===== config.mk =====
export PLATFORM = sky130hd
export DESIGN_NAME = sensor_end_flat
export DESIGN_NICKNAME = d
export VERILOG_FILES = /design/src/design/angle_spi_pkg.sv /design/src/design/angle_spi_if.sv /design/src/design/sensor_end.sv /design/src/design/angle_filter.sv /design/src/flat_wrapper.sv
export SDC_FILE = /design/constraint.sdc
export NUM_CORES = 1
export LEC_CHECK = 0
export BUFFER_PORTS_ARGS = -buffer_cell sky130_fd_sc_hd__buf_2
export CORE_UTILIZATION = 30
export DETAILED_ROUTE_END_ITERATION = 8
export SLEW_MARGIN = 10
export SYNTH_ARGS = -nofsm -noshare
export SYNTH_HDL_FRONTEND = slang
export SYNTH_SLANG_ARGS = --single-unit

===== constraint.sdc =====
create_clock -name aclk -period 7.8 [get_ports aclk]
set_clock_uncertainty 0.05 [all_clocks]
set_input_delay 0.78 -clock aclk [delete_from_list [all_inputs] [get_ports aclk]]
set_output_delay 0.78 -clock aclk [all_outputs]
set_load 0.01 [all_outputs]

===== src/design/angle_spi_pkg.sv =====
// Purpose: shared constants for the angle sensor serial port and its host
// Assumes: aclk at 100 MHz on both ends
// Notes: register numbers are the sensor's own 5-bit addresses
//
// Overview of operation
// - sensor serves mode 0 and mode 3
// - mode picked from clock level at select
// - serial clock up to 25 MHz, no floor
// - host sends exactly sixteen-bit commands
// - launch on falling, sample on rising
// - 150 ns idle between angle reads
// - 750 ns idle around register readout
// - 20 ms wait after a write
// - low flag when field under low threshold
// - high flag when field over high threshold
// - pull-down on data-out while not driving
// - new angle sample at 1 MHz, open loop
// - sample is zero crossing to reference time
// - filter (1+2ts)/(1+ts)^2, t = 0.38/fc
// - filter adds no steady-state lag
// - default angle rises clockwise
// - direction and zero are programmable
// - read: code 010 plus address, reply value
// - write: code 100, address, value, echo
// - angle read is sixteen clock pulses
// - unused angle bits are sent as zero
package angle_spi_pkg;
  localparam int CLK_NS = 10;
  localparam int FRAME_BITS = 16;
  localparam int ANGLE_BITS = 8;
  localparam int FIELD_W = 8;
  localparam logic [2:0] CMD_READ = 3'h2;
  localparam logic [2:0] CMD_WRITE = 3'h4;
  // sensor register numbers and reset values
  localparam logic [4:0] REG_ZERO_LO = 5'h00;
  localparam logic [4:0] REG_ZERO_HI = 5'h01;
  localparam logic [4:0] REG_THRESH = 5'h06;
  localparam logic [4:0] REG_DIR = 5'h09;
  localparam logic [4:0] REG_FLAGS = 5'h1B;
  localparam logic [7:0] THRESH_RST = 8'h1C;
  localparam int LOW_THR_LSB = 5;
  localparam int HIGH_THR_LSB = 2;
  localparam int DIR_BIT = 7;
  // link timing, figures in ns, ms or MHz, counts derived
  localparam int ANGLE_GAP_NS = 150;
  localparam int REG_GAP_NS = 750;
  localparam int NVM_WAIT_MS = 20;
  localparam int ANGLE_GAP_CYC = (ANGLE_GAP_NS + CLK_NS - 1) / CLK_NS;
  localparam int REG_GAP_CYC = (REG_GAP_NS + CLK_NS - 1) / CLK_NS;
  localparam int NVM_WAIT_CYC = NVM_WAIT_MS * 1000000 / CLK_NS;
  localparam int MAX_SCLK_MHZ = 25;
  localparam int MIN_HALF = 1000 / (2 * MAX_SCLK_MHZ * CLK_NS);
  // front end: 1 MHz reference, angle filter constants
  localparam int SAMPLE_NS = 1000;
  localparam int SAMPLE_CYC = SAMPLE_NS / CLK_NS;
  localparam logic [15:0] TDC_STEP = 16'(65536 / SAMPLE_CYC);
  localparam int FRAC_W = 24;
  localparam int SHIFT_P = 11;
  // host register map, byte offsets
  localparam int AXI_ADDR_W = 4;
  localparam logic [3:0] HOST_TX = 4'h0;
  localparam logic [3:0] HOST_RX = 4'h4;
  localparam logic [3:0] HOST_STATUS = 4'h8;
  localparam logic [3:0] HOST_CONFIG = 4'hC;
  localparam logic [7:0] HALF_RST = 8'h08;
  localparam int MODE3_BIT = 8;
endpackage : angle_spi_pkg


===== src/design/angle_spi_if.sv =====
// Purpose: four-wire serial link between sensor and host
// Assumes: one sensor per select line
// Notes: resolves the data-out wire from enable and pull-down
`timescale 1ns/1ps
interface angle_spi_if;
  logic sclk;
  logic cs_n;
  logic mosi;
  logic miso_o;
  logic miso_oe_n;
  logic miso_pd;
  wire logic miso;
  // weak pull-down wins only while the sensor floats the line;
  // an unpulled float shows the inverse so a missed drive is caught
  assign miso = !miso_oe_n ? miso_o : (miso_pd ? 1'b0 : !miso_o);
  modport sensor (
    input sclk, cs_n, mosi,
    output miso_o, miso_oe_n, miso_pd
  );
  modport host (
    output sclk, cs_n, mosi,
    input miso
  );
endinterface : angle_spi_if


===== src/design/sensor_end.sv =====
// Purpose: sensor side of the serial port with angle conditioning
// Assumes: link pins asynchronous to aclk, sclk well below aclk/4
// Notes: register writes commit only after the nonvolatile wait
`timescale 1ns/1ps
module sensor_end #(
  parameter int NVM_WAIT_CYC = angle_spi_pkg::NVM_WAIT_CYC
) (
  // clock and reset
  input wire logic aclk,
  input wire logic aresetn,
  // serial link
  angle_spi_if.sensor spi,
  // front end
  input wire logic phase_zero,
  input wire logic [angle_spi_pkg::FIELD_W-1:0] field_strength,
  // conditioned outputs
  output logic field_low_flag,
  output logic field_high_flag,
  output logic [angle_spi_pkg::ANGLE_BITS-1:0] angle_out
);
  import angle_spi_pkg::*;
  localparam int WC_W = $clog2(NVM_WAIT_CYC + 1);

  logic sclk_s1, sclk_s2, sclk_s3;
  logic cs_s1, cs_s2, cs_s3;
  logic mosi_s1, mosi_s2;
  logic ph_s1, ph_s2, ph_s3;
  logic rise, fall, cs_fall, cs_rise;
  logic mode3_q, mode3_d;
  logic first_q, first_d;
  logic [15:0] tx_q, tx_d;
  logic [15:0] rx_q, rx_d;
  logic [4:0] cnt_q, cnt_d;
  logic oe_n_q, oe_n_d;
  logic reply_q, reply_d;
  logic [4:0] raddr_q, raddr_d;
  logic busy_q, busy_d;
  logic [WC_W-1:0] wcnt_q, wcnt_d;
  logic [4:0] waddr_q, waddr_d;
  logic [7:0] wdata_q, wdata_d;
  logic [15:0] zero_q, zero_d;
  logic [7:0] thr_q, thr_d;
  logic dir_q, dir_d;
  logic [6:0] ref_q, ref_d;
  logic [15:0] acc_q, acc_d;
  logic [15:0] samp_q, samp_d;
  logic sv_q, sv_d;
  logic [15:0] filt;
  logic [15:0] turned;
  logic low_d, high_d;
  logic [ANGLE_BITS-1:0] ang_d;

  // register readback decode
  function automatic logic [7:0] reg_value(
    input logic [4:0] a,
    input logic [15:0] z,
    input logic [7:0] t,
    input logic d,
    input logic hi,
    input logic lo
  );
    logic [7:0] v;
    v = 8'h00;
    if (a == REG_ZERO_LO)
      v = z[7:0];
    else if (a == REG_ZERO_HI)
      v = z[15:8];
    else if (a == REG_THRESH)
      v = t;
    else if (a == REG_DIR)
      v = {d, 7'h00};
    else if (a == REG_FLAGS)
      v = {hi, lo, 6'h00};
    return v;
  endfunction : reg_value

  // two-stage synchronisers; third stage only for edge finding
  always_ff @(posedge aclk)
  begin
    if (!aresetn)
    begin
      {sclk_s1, sclk_s2, sclk_s3} <= 3'h0;
      {cs_s1, cs_s2, cs_s3} <= 3'h7;
      {mosi_s1, mosi_s2} <= 2'h0;
      {ph_s1, ph_s2, ph_s3} <= 3'h0;
    end
    else
    begin
      sclk_s1 <= spi.sclk;
      sclk_s2 <= sclk_s1;
      sclk_s3 <= sclk_s2;
      cs_s1 <= spi.cs_n;
      cs_s2 <= cs_s1;
      cs_s3 <= cs_s2;
      mosi_s1 <= spi.mosi;
      mosi_s2 <= mosi_s1;
      ph_s1 <= phase_zero;
      ph_s2 <= ph_s1;
      ph_s3 <= ph_s2;
    end
  end

  assign rise = sclk_s2 && !sclk_s3;
  assign fall = !sclk_s2 && sclk_s3;
  assign cs_fall = !cs_s2 && cs_s3;
  assign cs_rise = cs_s2 && !cs_s3;

  // frame engine and register store
  always_comb
  begin
    mode3_d = mode3_q;
    first_d = first_q;
    tx_d = tx_q;
    rx_d = rx_q;
    cnt_d = cnt_q;
    oe_n_d = oe_n_q;
    reply_d = reply_q;
    raddr_d = raddr_q;
    busy_d = busy_q;
    wcnt_d = wcnt_q;
    waddr_d = waddr_q;
    wdata_d = wdata_q;
    zero_d = zero_q;
    thr_d = thr_q;
    dir_d = dir_q;
    if (cs_fall)
    begin
      mode3_d = sclk_s2;
      first_d = 1'b1;
      cnt_d = 5'h00;
      rx_d = 16'h0000;
      oe_n_d = 1'b0;
      if (reply_q)
        tx_d = {reg_value(raddr_q, zero_q, thr_q, dir_q, field_high_flag, field_low_flag), 8'h00};
      else
        tx_d = {angle_out, {(FRAME_BITS - ANGLE_BITS){1'b0}}};
    end
    else if (!cs_s2)
    begin
      if (rise)
      begin
        rx_d = {rx_q[14:0], mosi_s2};
        if (cnt_q != 5'(FRAME_BITS))
          cnt_d = cnt_q + 5'h01;
        first_d = 1'b0;
      end
      if (fall)
      begin
        // mode 3 opens on a falling edge that launches bit 15 itself
        if (!(mode3_q && first_q))
          tx_d = {tx_q[14:0], 1'b0};
        first_d = 1'b0;
      end
    end
    if (cs_rise)
    begin
      oe_n_d = 1'b1;
      reply_d = 1'b0;
      // short frames are partial angle reads and carry no command
      if (cnt_q == 5'(FRAME_BITS))
      begin
        if (rx_q[15:13] == CMD_READ)
        begin
          reply_d = 1'b1;
          raddr_d = rx_q[12:8];
        end
        else if (rx_q[15:13] == CMD_WRITE)
        begin
          reply_d = 1'b1;
          raddr_d = rx_q[12:8];
          if (!busy_q)
          begin
            busy_d = 1'b1;
            wcnt_d = WC_W'(NVM_WAIT_CYC - 1);
            waddr_d = rx_q[12:8];
            wdata_d = rx_q[7:0];
          end
        end
      end
    end
    // until the wait ends, readback shows the previous value
    if (busy_q)
    begin
      if (wcnt_q == '0)
      begin
        busy_d = 1'b0;
        if (waddr_q == REG_ZERO_LO)
          zero_d[7:0] = wdata_q;
        else if (waddr_q == REG_ZERO_HI)
          zero_d[15:8] = wdata_q;
        else if (waddr_q == REG_THRESH)
          thr_d = wdata_q;
        else if (waddr_q == REG_DIR)
          dir_d = wdata_q[DIR_BIT];
      end
      else
        wcnt_d = wcnt_q - WC_W'(1);
    end
  end

  // time-to-digital front end and outputs
  always_comb
  begin
    ref_d = (ref_q == 7'(SAMPLE_CYC - 1)) ? 7'h00 : ref_q + 7'h01;
    acc_d = (ref_q == 7'(SAMPLE_CYC - 1)) ? 16'h0000 : acc_q + TDC_STEP;
    sv_d = ph_s2 && !ph_s3;
    samp_d = sv_d ? acc_q : samp_q;
    // negate for the other sense, then add the zero register
    turned = (dir_q ? 16'(-filt) : filt) + zero_q;
    ang_d = turned[15:16-ANGLE_BITS];
    low_d = field_strength < {thr_q[LOW_THR_LSB +: 3], 5'h00};
    high_d = field_strength > {thr_q[HIGH_THR_LSB +: 3], 5'h00};
  end

  always_ff @(posedge aclk)
  begin
    if (!aresetn)
    begin
      mode3_q <= 1'b0;
      first_q <= 1'b0;
      tx_q <= 16'h0000;
      rx_q <= 16'h0000;
      cnt_q <= 5'h00;
      oe_n_q <= 1'b1;
      reply_q <= 1'b0;
      raddr_q <= 5'h00;
      busy_q <= 1'b0;
      wcnt_q <= '0;
      waddr_q <= 5'h00;
      wdata_q <= 8'h00;
      zero_q <= 16'h0000;
      thr_q <= THRESH_RST;
      dir_q <= 1'b0;
      ref_q <= 7'h00;
      acc_q <= 16'h0000;
      samp_q <= 16'h0000;
      sv_q <= 1'b0;
      field_low_flag <= 1'b0;
      field_high_flag <= 1'b0;
      angle_out <= '0;
    end
    else
    begin
      mode3_q <= mode3_d;
      first_q <= first_d;
      tx_q <= tx_d;
      rx_q <= rx_d;
      cnt_q <= cnt_d;
      oe_n_q <= oe_n_d;
      reply_q <= reply_d;
      raddr_q <= raddr_d;
      busy_q <= busy_d;
      wcnt_q <= wcnt_d;
      waddr_q <= waddr_d;
      wdata_q <= wdata_d;
      zero_q <= zero_d;
      thr_q <= thr_d;
      dir_q <= dir_d;
      ref_q <= ref_d;
      acc_q <= acc_d;
      samp_q <= samp_d;
      sv_q <= sv_d;
      field_low_flag <= low_d;
      field_high_flag <= high_d;
      angle_out <= ang_d;
    end
  end

  angle_filter u_filter (
    .aclk(aclk),
    .aresetn(aresetn),
    .sample_valid(sv_q),
    .sample(samp_q),
    .angle(filt)
  );

  assign spi.miso_o = tx_q[15];
  assign spi.miso_oe_n = oe_n_q;
  assign spi.miso_pd = oe_n_q;
endmodule : sensor_end


===== src/design/angle_filter.sv =====
// Purpose: conditioning filter for raw angle samples
// Assumes: one sample pulse per microsecond
// Notes: critically damped tracking loop, wraps modulo one turn
`timescale 1ns/1ps
module angle_filter (
  // clock and reset
  input wire logic aclk,
  input wire logic aresetn,
  // raw samples
  input wire logic sample_valid,
  input wire logic [15:0] sample,
  // filtered angle
  output logic [15:0] angle
);
  import angle_spi_pkg::*;
  localparam int ACC_W = 16 + FRAC_W;
  logic [ACC_W-1:0] pos_q, pos_d;
  logic [ACC_W-1:0] vel_q, vel_d;
  logic signed [15:0] err;
  logic [ACC_W-1:0] err_x;

  // loop y' = v + 2e/t, v' = e/t^2 gives (1+2ts)/(1+ts)^2
  always_comb
  begin
    err = signed'(sample - pos_q[ACC_W-1:FRAC_W]);
    err_x = ACC_W'(signed'(err));
    pos_d = pos_q;
    vel_d = vel_q;
    if (sample_valid)
    begin
      vel_d = vel_q + err_x;
      pos_d = pos_q + vel_q + (err_x << (FRAC_W - SHIFT_P));
    end
  end

  // velocity term tracks a ramp with zero error
  always_ff @(posedge aclk)
  begin
    if (!aresetn)
    begin
      pos_q <= '0;
      vel_q <= '0;
    end
    else
    begin
      pos_q <= pos_d;
      vel_q <= vel_d;
    end
  end

  assign angle = pos_q[ACC_W-1:FRAC_W];
endmodule : angle_filter


===== src/flat_wrapper.sv =====
// flat-port wrapper written by rule: the top's interface ports become plain ports
module sensor_end_flat import angle_spi_pkg::*;
#(
  parameter int NVM_WAIT_CYC = angle_spi_pkg::NVM_WAIT_CYC
)
  (aclk, aresetn, phase_zero, field_strength, field_low_flag, field_high_flag, angle_out, spi_sclk, spi_cs_n, spi_mosi, spi_miso_o, spi_miso_oe_n, spi_miso_pd);
  angle_spi_if spi_i ();
  input wire logic aclk;
  input wire logic aresetn;
  input wire logic phase_zero;
  input wire logic [angle_spi_pkg::FIELD_W-1:0] field_strength;
  output logic field_low_flag;
  output logic field_high_flag;
  output logic [angle_spi_pkg::ANGLE_BITS-1:0] angle_out;
  input wire logic [$bits(spi_i.sclk)-1:0] spi_sclk;
  input wire logic [$bits(spi_i.cs_n)-1:0] spi_cs_n;
  input wire logic [$bits(spi_i.mosi)-1:0] spi_mosi;
  output wire logic [$bits(spi_i.miso_o)-1:0] spi_miso_o;
  output wire logic [$bits(spi_i.miso_oe_n)-1:0] spi_miso_oe_n;
  output wire logic [$bits(spi_i.miso_pd)-1:0] spi_miso_pd;
  assign spi_i.sclk = spi_sclk;
  assign spi_i.cs_n = spi_cs_n;
  assign spi_i.mosi = spi_mosi;
  assign spi_miso_o = spi_i.miso_o;
  assign spi_miso_oe_n = spi_i.miso_oe_n;
  assign spi_miso_pd = spi_i.miso_pd;
  sensor_end #(.NVM_WAIT_CYC(NVM_WAIT_CYC)) u_core (.aclk(aclk), .aresetn(aresetn), .spi(spi_i), .phase_zero(phase_zero), .field_strength(field_strength), .field_low_flag(field_low_flag), .field_high_flag(field_high_flag), .angle_out(angle_out));
endmodule

==> results by group, run 1 <==
Finish
  • Layout Nets: around 2000
  • Synth-to-layout area growth: 11.7%
  • Fraction of layout cells with a size suffix above 1: 0.0627
  • Post-route cell area: roughly 0.017 mm^2
  • Diodes inserted: 0
  • Fin cells: 2523
  • Fin util: 0.342

Clock network
  • Clk root buf: clkbuf_16
  • CTS tree: built
  • Post-CTS Resized: 0
  • Setup Buffers After CTS: 0
  • TritonCTS Buffers: 28
  • # hold bufs at CTS: 0
  • Clk_lat worst skew: roughly 0.6 ns
  • CTS Buffer Depth: 3
  • CTS Sinks: 239
  • Clk pin slew, worst setup/hold paths: 0.06 ns
  • # H-tree levels: 1

Drt
  • Routed WL: about 39000 um
  • Total number of vias: 12900
  • Post-route DRC violation count: 0
  • Initial drt markers: approximately 760
  • Detail-routed net length per standard cell: 15.6 um
  • First drt pass iteration count: 5
  • Vias per cell: slightly above 5
  • Detail Route Antenna Nets: 0

Yosys
  • Post-synthesis register bit count: 239
  • Synth Area per Inst: 8.37 um^2
  • Seq/Total Area, Yosys: 0.311
  • Synth Warn #: 0
  • Cells after Synth: between 1500 and 2000
  • Asr flop ratio synth: 0
  • Net count after synthesis: slightly above 2000
  • Cell variety after synth: 82
  • Post-synth EDFFs: 0
  • Post-Syn Area: about 0.015 mm^2
  • Ys flop type: dfxtp_1

Timing
  • Final period util: 0.817
  • Final hold violation count: 0
  • Worst slew pin tran: ~1.1 ns
  • RSZ-0062 raised after global routing: no
  • Setup tns final: 0 ns
  • Rel. slew slack: 0.264
  • Slew Limit Fails: 0
  • Setup violations, final: 0
  • Fin worst setup slack: 1.43 ns
  • Minimum clock period: approximately 6.4 ns
  • Fmax achieved: about 0.16 GHz
  • Worst hold-check slack: 0.317 ns

Placement
  • Final Wtd Congestion: between 0.8 and 0.9
  • Port Buffers: 26
  • Cell area after placement: between 0.015 and 0.02 mm^2
  • Post-DP HPWL: between 20000 and 30000 um
  • Dpl cells: 2474
  • Pre-CTS setup slack: between 1 and 1.5 ns

Worst setup path
  • CP Depth: 21
  • Crit path from: u_core.u_filter.pos_q[25]
  • Buf/Inv on CP: 3
  • Crit path capture: u_core.u_filter.pos_q[38]
  • Worst-path cell chain: inv_1 > ha_1 > nor2b_1 > o31a_1 > o41ai_1 > o21a_1 > o311ai_1 > xor2_1 > inv_1 > buf_4 > fa_1 > ha_1 > a21o_1 > a21o_1 > a21o_1 > a21o_1 > a211oi_1 > o31ai_1 > a221oi_1 > xor2_1 > o21ai_0
  • CP dominant cell by count: a21o_1
  • CP max FO: 21
  • Crit path max-delay family: compound AO/OA/AOI/OAI gates
  • R2r startpoint: u_core.u_filter.pos_q[25]
  • Max incr delay on CP: between 0.6 and 0.7 ns
  • Crit path required time: slightly above 8 ns
  • Reg2reg end: u_core.u_filter.pos_q[38]
  • Arr. time, crit path: between 6 and 7 ns
  • Startpoint types: flip-flop
  • R2R setup slack: about 1.4 ns
  • Worst setup EP type: flip-flop
  • R2R cell count: 21
  • Critical path class: reg -> reg
  • CP max stage cell: inv_1

Power and ir drop
  • Total leakage power: ~7.3 nW
  • Pwr/cell area: 288 mW/mm^2
  • Peak VDD IR: ~210 uV
  • Power, Total: ~5.0 mW

Min path
  • Hold Path Class: in -> reg

Die
  • Num rows: between 80 and 90
  • Placeable Area: 0.0504 mm^2
  • Die area: between 0.05 and 0.06 mm^2
  • I/O pins: 27
  • Die H: approximately 230 um
  • Die X: between 200 and 250 um
  • Starting Density: 0.306

Flow run
  • Max-cap viol count: 0

Global route
  • Number of global-route vias before repair: around 12000
  • Initial antenna violation count: 0
  • Global-route wire length before repair: ~64000 um
  • Total grt overflow: 0
  • Largest net degree at the start of global routing: between 70 and 80
  • Gr usage total: 0.148

Status
  • Status: completed
final cells by class:
class                      instances  area [um^2]
timing repair buffer              37          213
multi-input combinational       1417         9920
clock buffer                      37          774
clock inverter                    12          260
sequential                       239         4790
inverter                         109          412
tap                              672          841
fill                            5196        33200
cells in the mapped netlist, types with 16 or more instances:
cell      number  area share
a211oi_1      31       0.015
a21o_1        47       0.023
a21oi_1      174       0.057
and3_1        16      0.0065
clkbuf_1      66       0.016
dfxtp_1      239        0.31
fa_1          29       0.038
ha_1         130        0.11
inv_1        109       0.027
mux2i_1       85       0.055
nand2_1      172       0.042
nand2b_1      22      0.0089
nand3_1       34       0.011
nand4_1       25       0.010
nor2_1       207       0.050
nor3_1        25      0.0081
o21ai_0       64       0.021
o21bai_1      16      0.0078
xnor2_1       75       0.043
xor2_1        47       0.027
worst min path at each step:
stage	startpoint	endpoint	slack [ns]	cells after the start
6_report	spi_cs_n	u_core.cs_s1	0.32	2
5_1_grt	phase_zero	u_core.ph_s1	0.32	2
4_1_cts	spi_cs_n	u_core.cs_s1	0.29	2
3_5_place_dp	u_core.cs_s1	u_core.cs_s2	0.35	1
3_3_place_gp	u_core.cs_s1	u_core.cs_s2	0.34	1
2_1_floorplan	u_core.cs_s1	u_core.cs_s2	0.34	1
logic make-up (layout without fill, tap and decap cells):
family,Yosys count,count (layout),synth area share
compound gates,459,459,0.193
xor+xnor,122,122,0.0694
fa+ha+maj,159,159,0.143
buf+inv,184,195,0.0462
flops,239,239,0.311
mux,93,93,0.0611
simple gates,584,584,0.177
worst register-to-register path: stages (launching register included):
cell and delay, ns:
dfxtp_1 0.42, inv_1 0.15, ha_1 0.32, nor2b_1 0.14, o31a_1 0.27, o41ai_1 0.57, o21a_1 0.26, o311ai_1 0.16
xor2_1 0.23, inv_1 0.64, buf_4 0.42, fa_1 0.46, ha_1 0.40, a21o_1 0.19, a21o_1 0.17, a21o_1 0.19
a21o_1 0.17, a211oi_1 0.24, o31ai_1 0.17, a221oi_1 0.36, xor2_1 0.16, o21ai_0 0.08
where the power goes:
group / internal (mW) / switching (mW) / leakage, nW
registers: 1.27 / 0.0614 / 1.93
clock network: 0.927 / 0.553 / 0.506
logic: 0.800 / 1.35 / 4.83
total: 3.00 / 1.96 / 7.27
routing by layer:
| layer | wire length (um) | vias to the layer above | track usage |
|---|---|---|---|
| met4 | 1430 | 0 | 0.0596 |
| met1 | 18300 | 6102 | 0.189 |
| met2 | 18100 | 234 | 0.251 |
| li1 | - | 6486 | - |
| met3 | 1440 | 80 | 0.0180 |
| met5 | 0 | - | 0 |
sequential cells by signal, summed over array words and instances, names as in the netlist, 7 cells and up:
signal,flops
u_core.acc_q,16
u_core.tx_q,8
u_core.zero_q,16
u_core.thr_q,8
u_core.u_filter.vel_q,40
u_core.wcnt_q,21
u_core.ref_q,7
u_core.angle_out,8
u_core.samp_q,16
u_core.wdata_q,8
u_core.u_filter.pos_q,40
u_core.rx_q,16
placed cells by master (no fill, tap or decap), drive strengths merged, types with 11 or more instances in the layout:
cell type / netlist / layout
clkbuf: 66 / 37
xor2: 47 / 47
nor2: 209 / 209
and3: 16 / 16
a211oi: 31 / 31
o211ai: 12 / 12
a31oi: 12 / 12
xnor2: 75 / 75
nand4: 25 / 25
buf: 9 / 37
nand2b: 22 / 22
o21bai: 16 / 16
nand3: 34 / 34
fa: 29 / 29
a21oi: 176 / 176
mux2i: 85 / 85
a21o: 47 / 47
inv: 109 / 109
nor3b: 11 / 11
o31ai: 12 / 12
o21ai: 66 / 66
ha: 130 / 130
nand2: 173 / 173
or3: 14 / 14
dfxtp: 239 / 239
nor2b: 13 / 13
o21a: 14 / 14
nor3: 25 / 25
No activity file was read; power rests on OpenSTA's default activity.
==> inputs of run 2 (changes only) <==
Clock period 7.8 ns to 6.6 ns, I/O delays scaled along.
==> run 2 against run 1 <==
Effect of this change:
- core utilization fell by 0.11 points
- sequential share of layout area rose by 0.089 points
- via count fell by 0.13%
- worst setup slack got worse by 0.90 ns
- worst hold slack got worse by 0.12 ns
- die area did not move
- wire length rose by 0.17%
- first-iteration DRC count fell by 5.4%
- global-route usage fell by 0.062 points
- power rose by 15%
==> results by group, run 2 (synthesis results as in run 1) <==
Power and ir drop
  • Sw Ratio: 0.400
  • Cell Int Power: approximately 3.4 mW
  • Switching Power: around 2.3 mW
  • Sequential Power Share: 0.276
  • Combinational share of power: 0.438
  • Clock power frac: 0.286
  • Pwr/cell area: between 300 and 400 mW/mm^2
  • Peak VDD IR: slightly below 200 uV
  • Total leakage power: 7.24 nW

Finish
  • Commonest non-fill, non-tap cell in the layout: dfxtp_1
  • Synth-to-layout area growth: 11.4%
  • Layout Nets: 2006
  • Fraction of layout cells with a size suffix above 1: 0.0647
  • Commonest cells after routing, fill and taps aside: dfxtp_1 (238), nor2_1 (207), a21oi_1 (174)
  • Fin util: 0.340
  • Diodes inserted: 0
  • Top flop regs: u_core.u_filter.pos_q (40), u_core.u_filter.vel_q (40), u_core.wcnt_q (21)

Status
  • Status: completed

Drt
  • Routed WL: between 30000 and 40000 um
  • Initial drt markers: slightly above 700
  • Total number of vias: 12900
  • Post-route DRC violation count: 0
  • Detail Route Antenna Nets: 0
  • Vias per cell: ~5.1
  • Detail-routed net length per standard cell: about 16 um
  • First drt pass iteration count: 5

Die
  • Num rows: around 80
  • Placeable Area: ~0.050 mm^2
  • Die area: ~0.052 mm^2
  • Die X: 229 um
  • Starting Density: 0.306
  • I/O pins: 27
  • Die H: ~230 um

Worst setup path
  • CP dominant cell by count: a21oi_1
  • Critical path class: reg -> reg
  • Worst setup EP type: flip-flop
  • Max incr delay on CP: around 0.53 ns
  • Crit path required time: 6.99 ns
  • Startpoint types: flip-flop
  • R2R cell count: 23
  • Arr. time, crit path: between 6 and 7 ns
  • Worst-path cell chain: ha_1 > inv_1 > fa_1 > a21o_1 > a21oi_1 > o21bai_1 > a21oi_1 > o21bai_1 > a21oi_1 > o21bai_1 > a21oi_1 > xnor2_1 > fa_1 > ha_1 > a21oi_1 > o21bai_1 > a21oi_1 > o2111ai_1 > o21ai_0 > o21ai_0 > a211oi_1 > mux2i_1 > o311ai_0
  • CP max stage cell: o21ai_0
  • CP max FO: 9

Global route
  • Number of global-route vias before repair: approximately 13000
  • Gr usage total: 0.147
  • Global-route wire length before repair: 63800 um
  • Total grt overflow: 0
  • Initial antenna violation count: 0
  • Largest net degree at the start of global routing: just over 70

Timing
  • Minimum clock period: just over 6 ns
  • Setup tns final: 0 ns
  • Slew Limit Fails: 0
  • Final period util: 0.920
  • Worst slew pin tran: between 1 and 1.5 ns
  • RSZ-0062 raised after global routing: no
  • Final hold violation count: 0
  • Setup violations, final: 0
  • Fin worst setup slack: between 0.5 and 0.6 ns
  • Rel. slew slack: 0.259
  • Fmax achieved: around 0.16 GHz

Clock network
  • Clk_lat worst skew: ~0.6 ns
  • Setup Buffers After CTS: 0
  • CTS tree: built
  • CTS Sinks: ~240
  • TritonCTS Buffers: 28
  • # hold bufs at CTS: 0
  • Clk pin slew, worst setup/hold paths: 0.06 ns
  • CTS Buffer Depth: 3
  • Post-CTS Resized: 0
  • Clk root buf: clkbuf_16
  • # H-tree levels: 1

Flow run
  • Max-cap viol count: 0

Placement
  • Post-DP HPWL: a little under 30000 um
  • Final Wtd Congestion: between 0.9 and 1
  • Port Buffers: 26
  • Pre-CTS setup slack: around 0.65 ns

Min path
  • Hold Path Class: in -> reg
  • Hold Crit Depth: 2
## run 2: changes by cell type in the layout (fill, tap and decap cells not counted), moves of 2 or more
| cell | change |
|---|---|
| clkinv_2 | +2 |
| clkbuf_8 | +2 |
| bufinv_16 | -4 |
| clkinvlp_4 | +2 |
## run 2: cell type report
type,instances,area (um^2)
Fill cell,5191,33200
Timing Repair Buffer,38,220
Tap cell,672,841
Sequential cell,239,4790
Clock inverter,13,174
Inverter,109,412
Clock buffer,38,798
Multi-Input combinational cell,1417,9920
## run 2: final timing paths
path / from / endpoint / slack [ns]
setup / recovery: u_core.u_filter.pos_q[24] / u_core.u_filter.pos_q[32] / 0.53
hold / removal: spi_cs_n / u_core.cs_s1 / 0.20
setup reg to reg: u_core.u_filter.pos_q[24] / u_core.u_filter.pos_q[32] / 0.53
hold reg to reg: u_core.cs_s1 / u_core.cs_s2 / 0.37
## run 2: metal layers
layer | routed length [um] | global-route usage | vias up
met4 | 1180 | 0.0508 | 0
met2 | 18500 | 0.254 | 212
met1 | 18300 | 0.189 | 6095
met5 | 0 | 0 | -
li1 | - | - | 6507
met3 | 1260 | 0.0163 | 71
## run 2: power by group through the flow
stage | clock network (mW) | logic [mW] | registers [mW]
3_5_place_dp | 0 | 2.48 | 1.61
2_1_floorplan | 0 | 1.95 | 1.58
3_3_place_gp | 0 | 2.45 | 1.60
6_report | 1.63 | 2.49 | 1.58
4_1_cts | 1.68 | 2.48 | 1.57
5_1_grt | 1.74 | 2.78 | 1.58
## run 2: worst max-delay path: cells and delay by family, from the launching register on
kind                       cells  cell delay, ns
adders and majority gates      4            1.55
buffers and inverters          1            0.06
AOI/OAI and AO/OA             16            3.31
DFF                            1            0.49
muxes                          1            0.23
xor gates and xnor gates       1            0.23
## run 2: through the flow
stage	power, mW	cell area [um^2]	hold slack, ns	std cells
finish	5.70	17100	0.198	2526
global route	6.10	17100	0.189	2526
CTS	5.74	17100	0.176	2526
detailed placement	4.08	16200	0.361	2475
global placement	4.05	16200	0.341	2475
floorplan	3.53	15400	0.336	1840
==> inputs of run 3 (changes only) <==
Clock period 6.6 ns to 5.48 ns, I/O delays scaled along.
==> run 3 against run 2 <==
Effect of this change:
- worst setup slack got worse by 0.29 ns
- clock power up 34%
- sequential power is 20% higher
- first-iteration DRC count increased by 5.4%
- flip-flop and latch count stayed put
==> results by group, run 3 (synthesis results as in run 1) <==
Placement
  • Post-DP HPWL: between 20000 and 30000 um
  • Cell area after placement: about 0.016 mm^2
  • Final Wtd Congestion: 0.888
  • Port Buffers: 26
  • Dpl cells: between 2000 and 2500

Finish
  • Post-route cell area: around 0.018 mm^2
  • Commonest non-fill, non-tap cell in the layout: dfxtp_1
  • Layout Nets: ~2000
  • Commonest cells after routing, fill and taps aside: dfxtp_1 (237), nor2_1 (207), nand2_1 (172)
  • Fin util: 0.349
  • Top flop regs: u_core.u_filter.pos_q (40), u_core.u_filter.vel_q (40), u_core.wcnt_q (21)
  • Fraction of layout cells with a size suffix above 1: 0.0896
  • Synth-to-layout area growth: 14.1%
  • Diodes inserted: 0
  • Fin cells: approximately 2500

Flow run
  • Max-cap viol count: 0

Worst setup path
  • Arr. time, crit path: about 5.7 ns
  • Worst-path cell chain: inv_2 > ha_1 > nor2b_1 > o31a_1 > o41ai_4 > o21a_1 > o311ai_4 > xor2_2 > clkinvlp_4 > buf_4 > fa_1 > ha_1 > and3_1 > nand4_1 > nor3b_1 > a211oi_1 > o21ai_0 > o21a_1 > o311a_1 > a32o_1
  • Crit path from: u_core.u_filter.pos_q[25]
  • R2R cell count: 20
  • CP Depth: 20
  • Crit path required time: between 5 and 6 ns
  • Worst setup EP type: flip-flop
  • R2r startpoint: u_core.u_filter.pos_q[25]
  • R2R setup slack: 0.24 ns
  • Buf/Inv on CP: 3
  • Startpoint types: flip-flop
  • Crit path capture: u_core.u_filter.pos_q[37]
  • Reg2reg end: u_core.u_filter.pos_q[37]
  • CP max stage cell: fa_1
  • Max incr delay on CP: between 0.4 and 0.5 ns
  • Critical path class: reg -> reg
  • CP max FO: 8
  • Crit path max-delay family: compound AO/OA/AOI/OAI gates

Clock network
  • CTS tree: built
  • # H-tree levels: 1
  • TritonCTS Buffers: 29
  • Clk_lat worst skew: 0.58 ns
  • Clk root buf: clkbuf_16
  • Clk pin slew, worst setup/hold paths: ~0.06 ns
  • CTS Sinks: ~240
  • CTS Buffer Depth: 3

Power and ir drop
  • Peak VDD IR: about 250 uV
  • Power, Total: between 7 and 8 mW
  • Total leakage power: between 7 and 8 nW
  • Pwr/cell area: ~420 mW/mm^2

Global route
  • Gr usage total: 0.150
  • Largest net degree at the start of global routing: about 130
  • Total grt overflow: 0
  • Number of global-route vias before repair: 12700
  • Global-route wire length before repair: ~65000 um
  • Initial antenna violation count: 0

Drt
  • Total number of vias: between 10000 and 15000
  • Vias per cell: slightly above 5
  • Detail Route Antenna Nets: 0
  • Initial drt markers: 755
  • Post-route DRC violation count: 0
  • Detail-routed net length per standard cell: approximately 16 um
  • First drt pass iteration count: 5
  • Routed WL: 39600 um

Die
  • Num rows: 82
  • Placeable Area: a little over 0.05 mm^2
  • I/O pins: 27
  • Die H: about 230 um
  • Die area: approximately 0.052 mm^2
  • Die X: approximately 230 um
  • Starting Density: 0.306

Timing
  • Final period util: 0.956
  • Final hold violation count: 0
  • Worst hold-check slack: roughly 0.11 ns
  • Fmax achieved: approximately 0.19 GHz
  • Setup violations, final: 0
  • Rel. slew slack: 0.183
  • Slew Limit Fails: 0
  • Worst slew pin tran: about 1.2 ns
  • Minimum clock period: 5.24 ns

Min path
  • Hold Path Class: in -> reg

Status
  • Status: completed
[run 3: cell types whose count changed in the layout (fill, tap and decap cells not counted), moves of 3 or more]
cell,before,now
bufinv_16,3,7
a211oi_1,31,28
a21oi_2,2,6
a211oi_2,0,3
a21oi_1,174,170
buf_4,12,30
[run 3: worst min path at each step]
stage          slack [ns]      endpoint  cells after the start          from
3_5_place_dp         0.34  u_core.cs_s2                      1  u_core.cs_s1
6_report             0.11  u_core.cs_s1                      2      spi_cs_n
4_1_cts              0.08  u_core.cs_s1                      2      spi_cs_n
5_1_grt              0.12  u_core.cs_s1                      2      spi_cs_n
2_1_floorplan        0.34  u_core.cs_s2                      1  u_core.cs_s1
3_3_place_gp         0.35  u_core.cs_s2                      1  u_core.cs_s1
[run 3: final cells by class]
type / instances / area, um^2
clock buffers: 36 / 802
flip-flops and latches: 239 / 4790
multi-input cells: 1417 / 10000
repair buffers: 58 / 395
inverters: 109 / 415
clock inverters: 17 / 287
fillers: 5146 / 32800
well taps: 672 / 841
[run 3: repair_timing]
item / CTS / global route
pin swaps: 0 / 2
buffers inserted: 0 / 4
gates resized for setup: 1 / 22
hold buffers: 0 / 0
gates cloned: 0 / 0
setup endpoints to repair: 1 / 16
[run 3: per-layer routing]
layer	up-vias	routed length (um)	GRT usage
met3	59	1390	0.0176
met1	6042	18900	0.199
met5	-	0	0
met4	0	851	0.0419
met2	205	18400	0.256
li1	6523	-	-
[run 3: per-stage QoR]
| step | TNS (ns) | worst slack (ns) |
|---|---|---|
| 2_1_floorplan | 0 | 0.0456 |
| 4_1_cts | 0 | 0.0606 |
| 5_1_grt | -0.0648 | -0.0331 |
| 6_report | 0 | 0.239 |
| 3_3_place_gp | 0 | 0.0315 |
| 3_5_place_dp | -0.00974 | -0.00974 |
[run 3: where the power goes]
part | leakage, nW | switching, mW | internal [mW]
clock network | 0.541 | 0.806 | 1.37
registers | 1.94 | 0.0814 | 1.81
logic | 4.97 | 1.99 | 1.31
total | 7.44 | 2.88 | 4.49
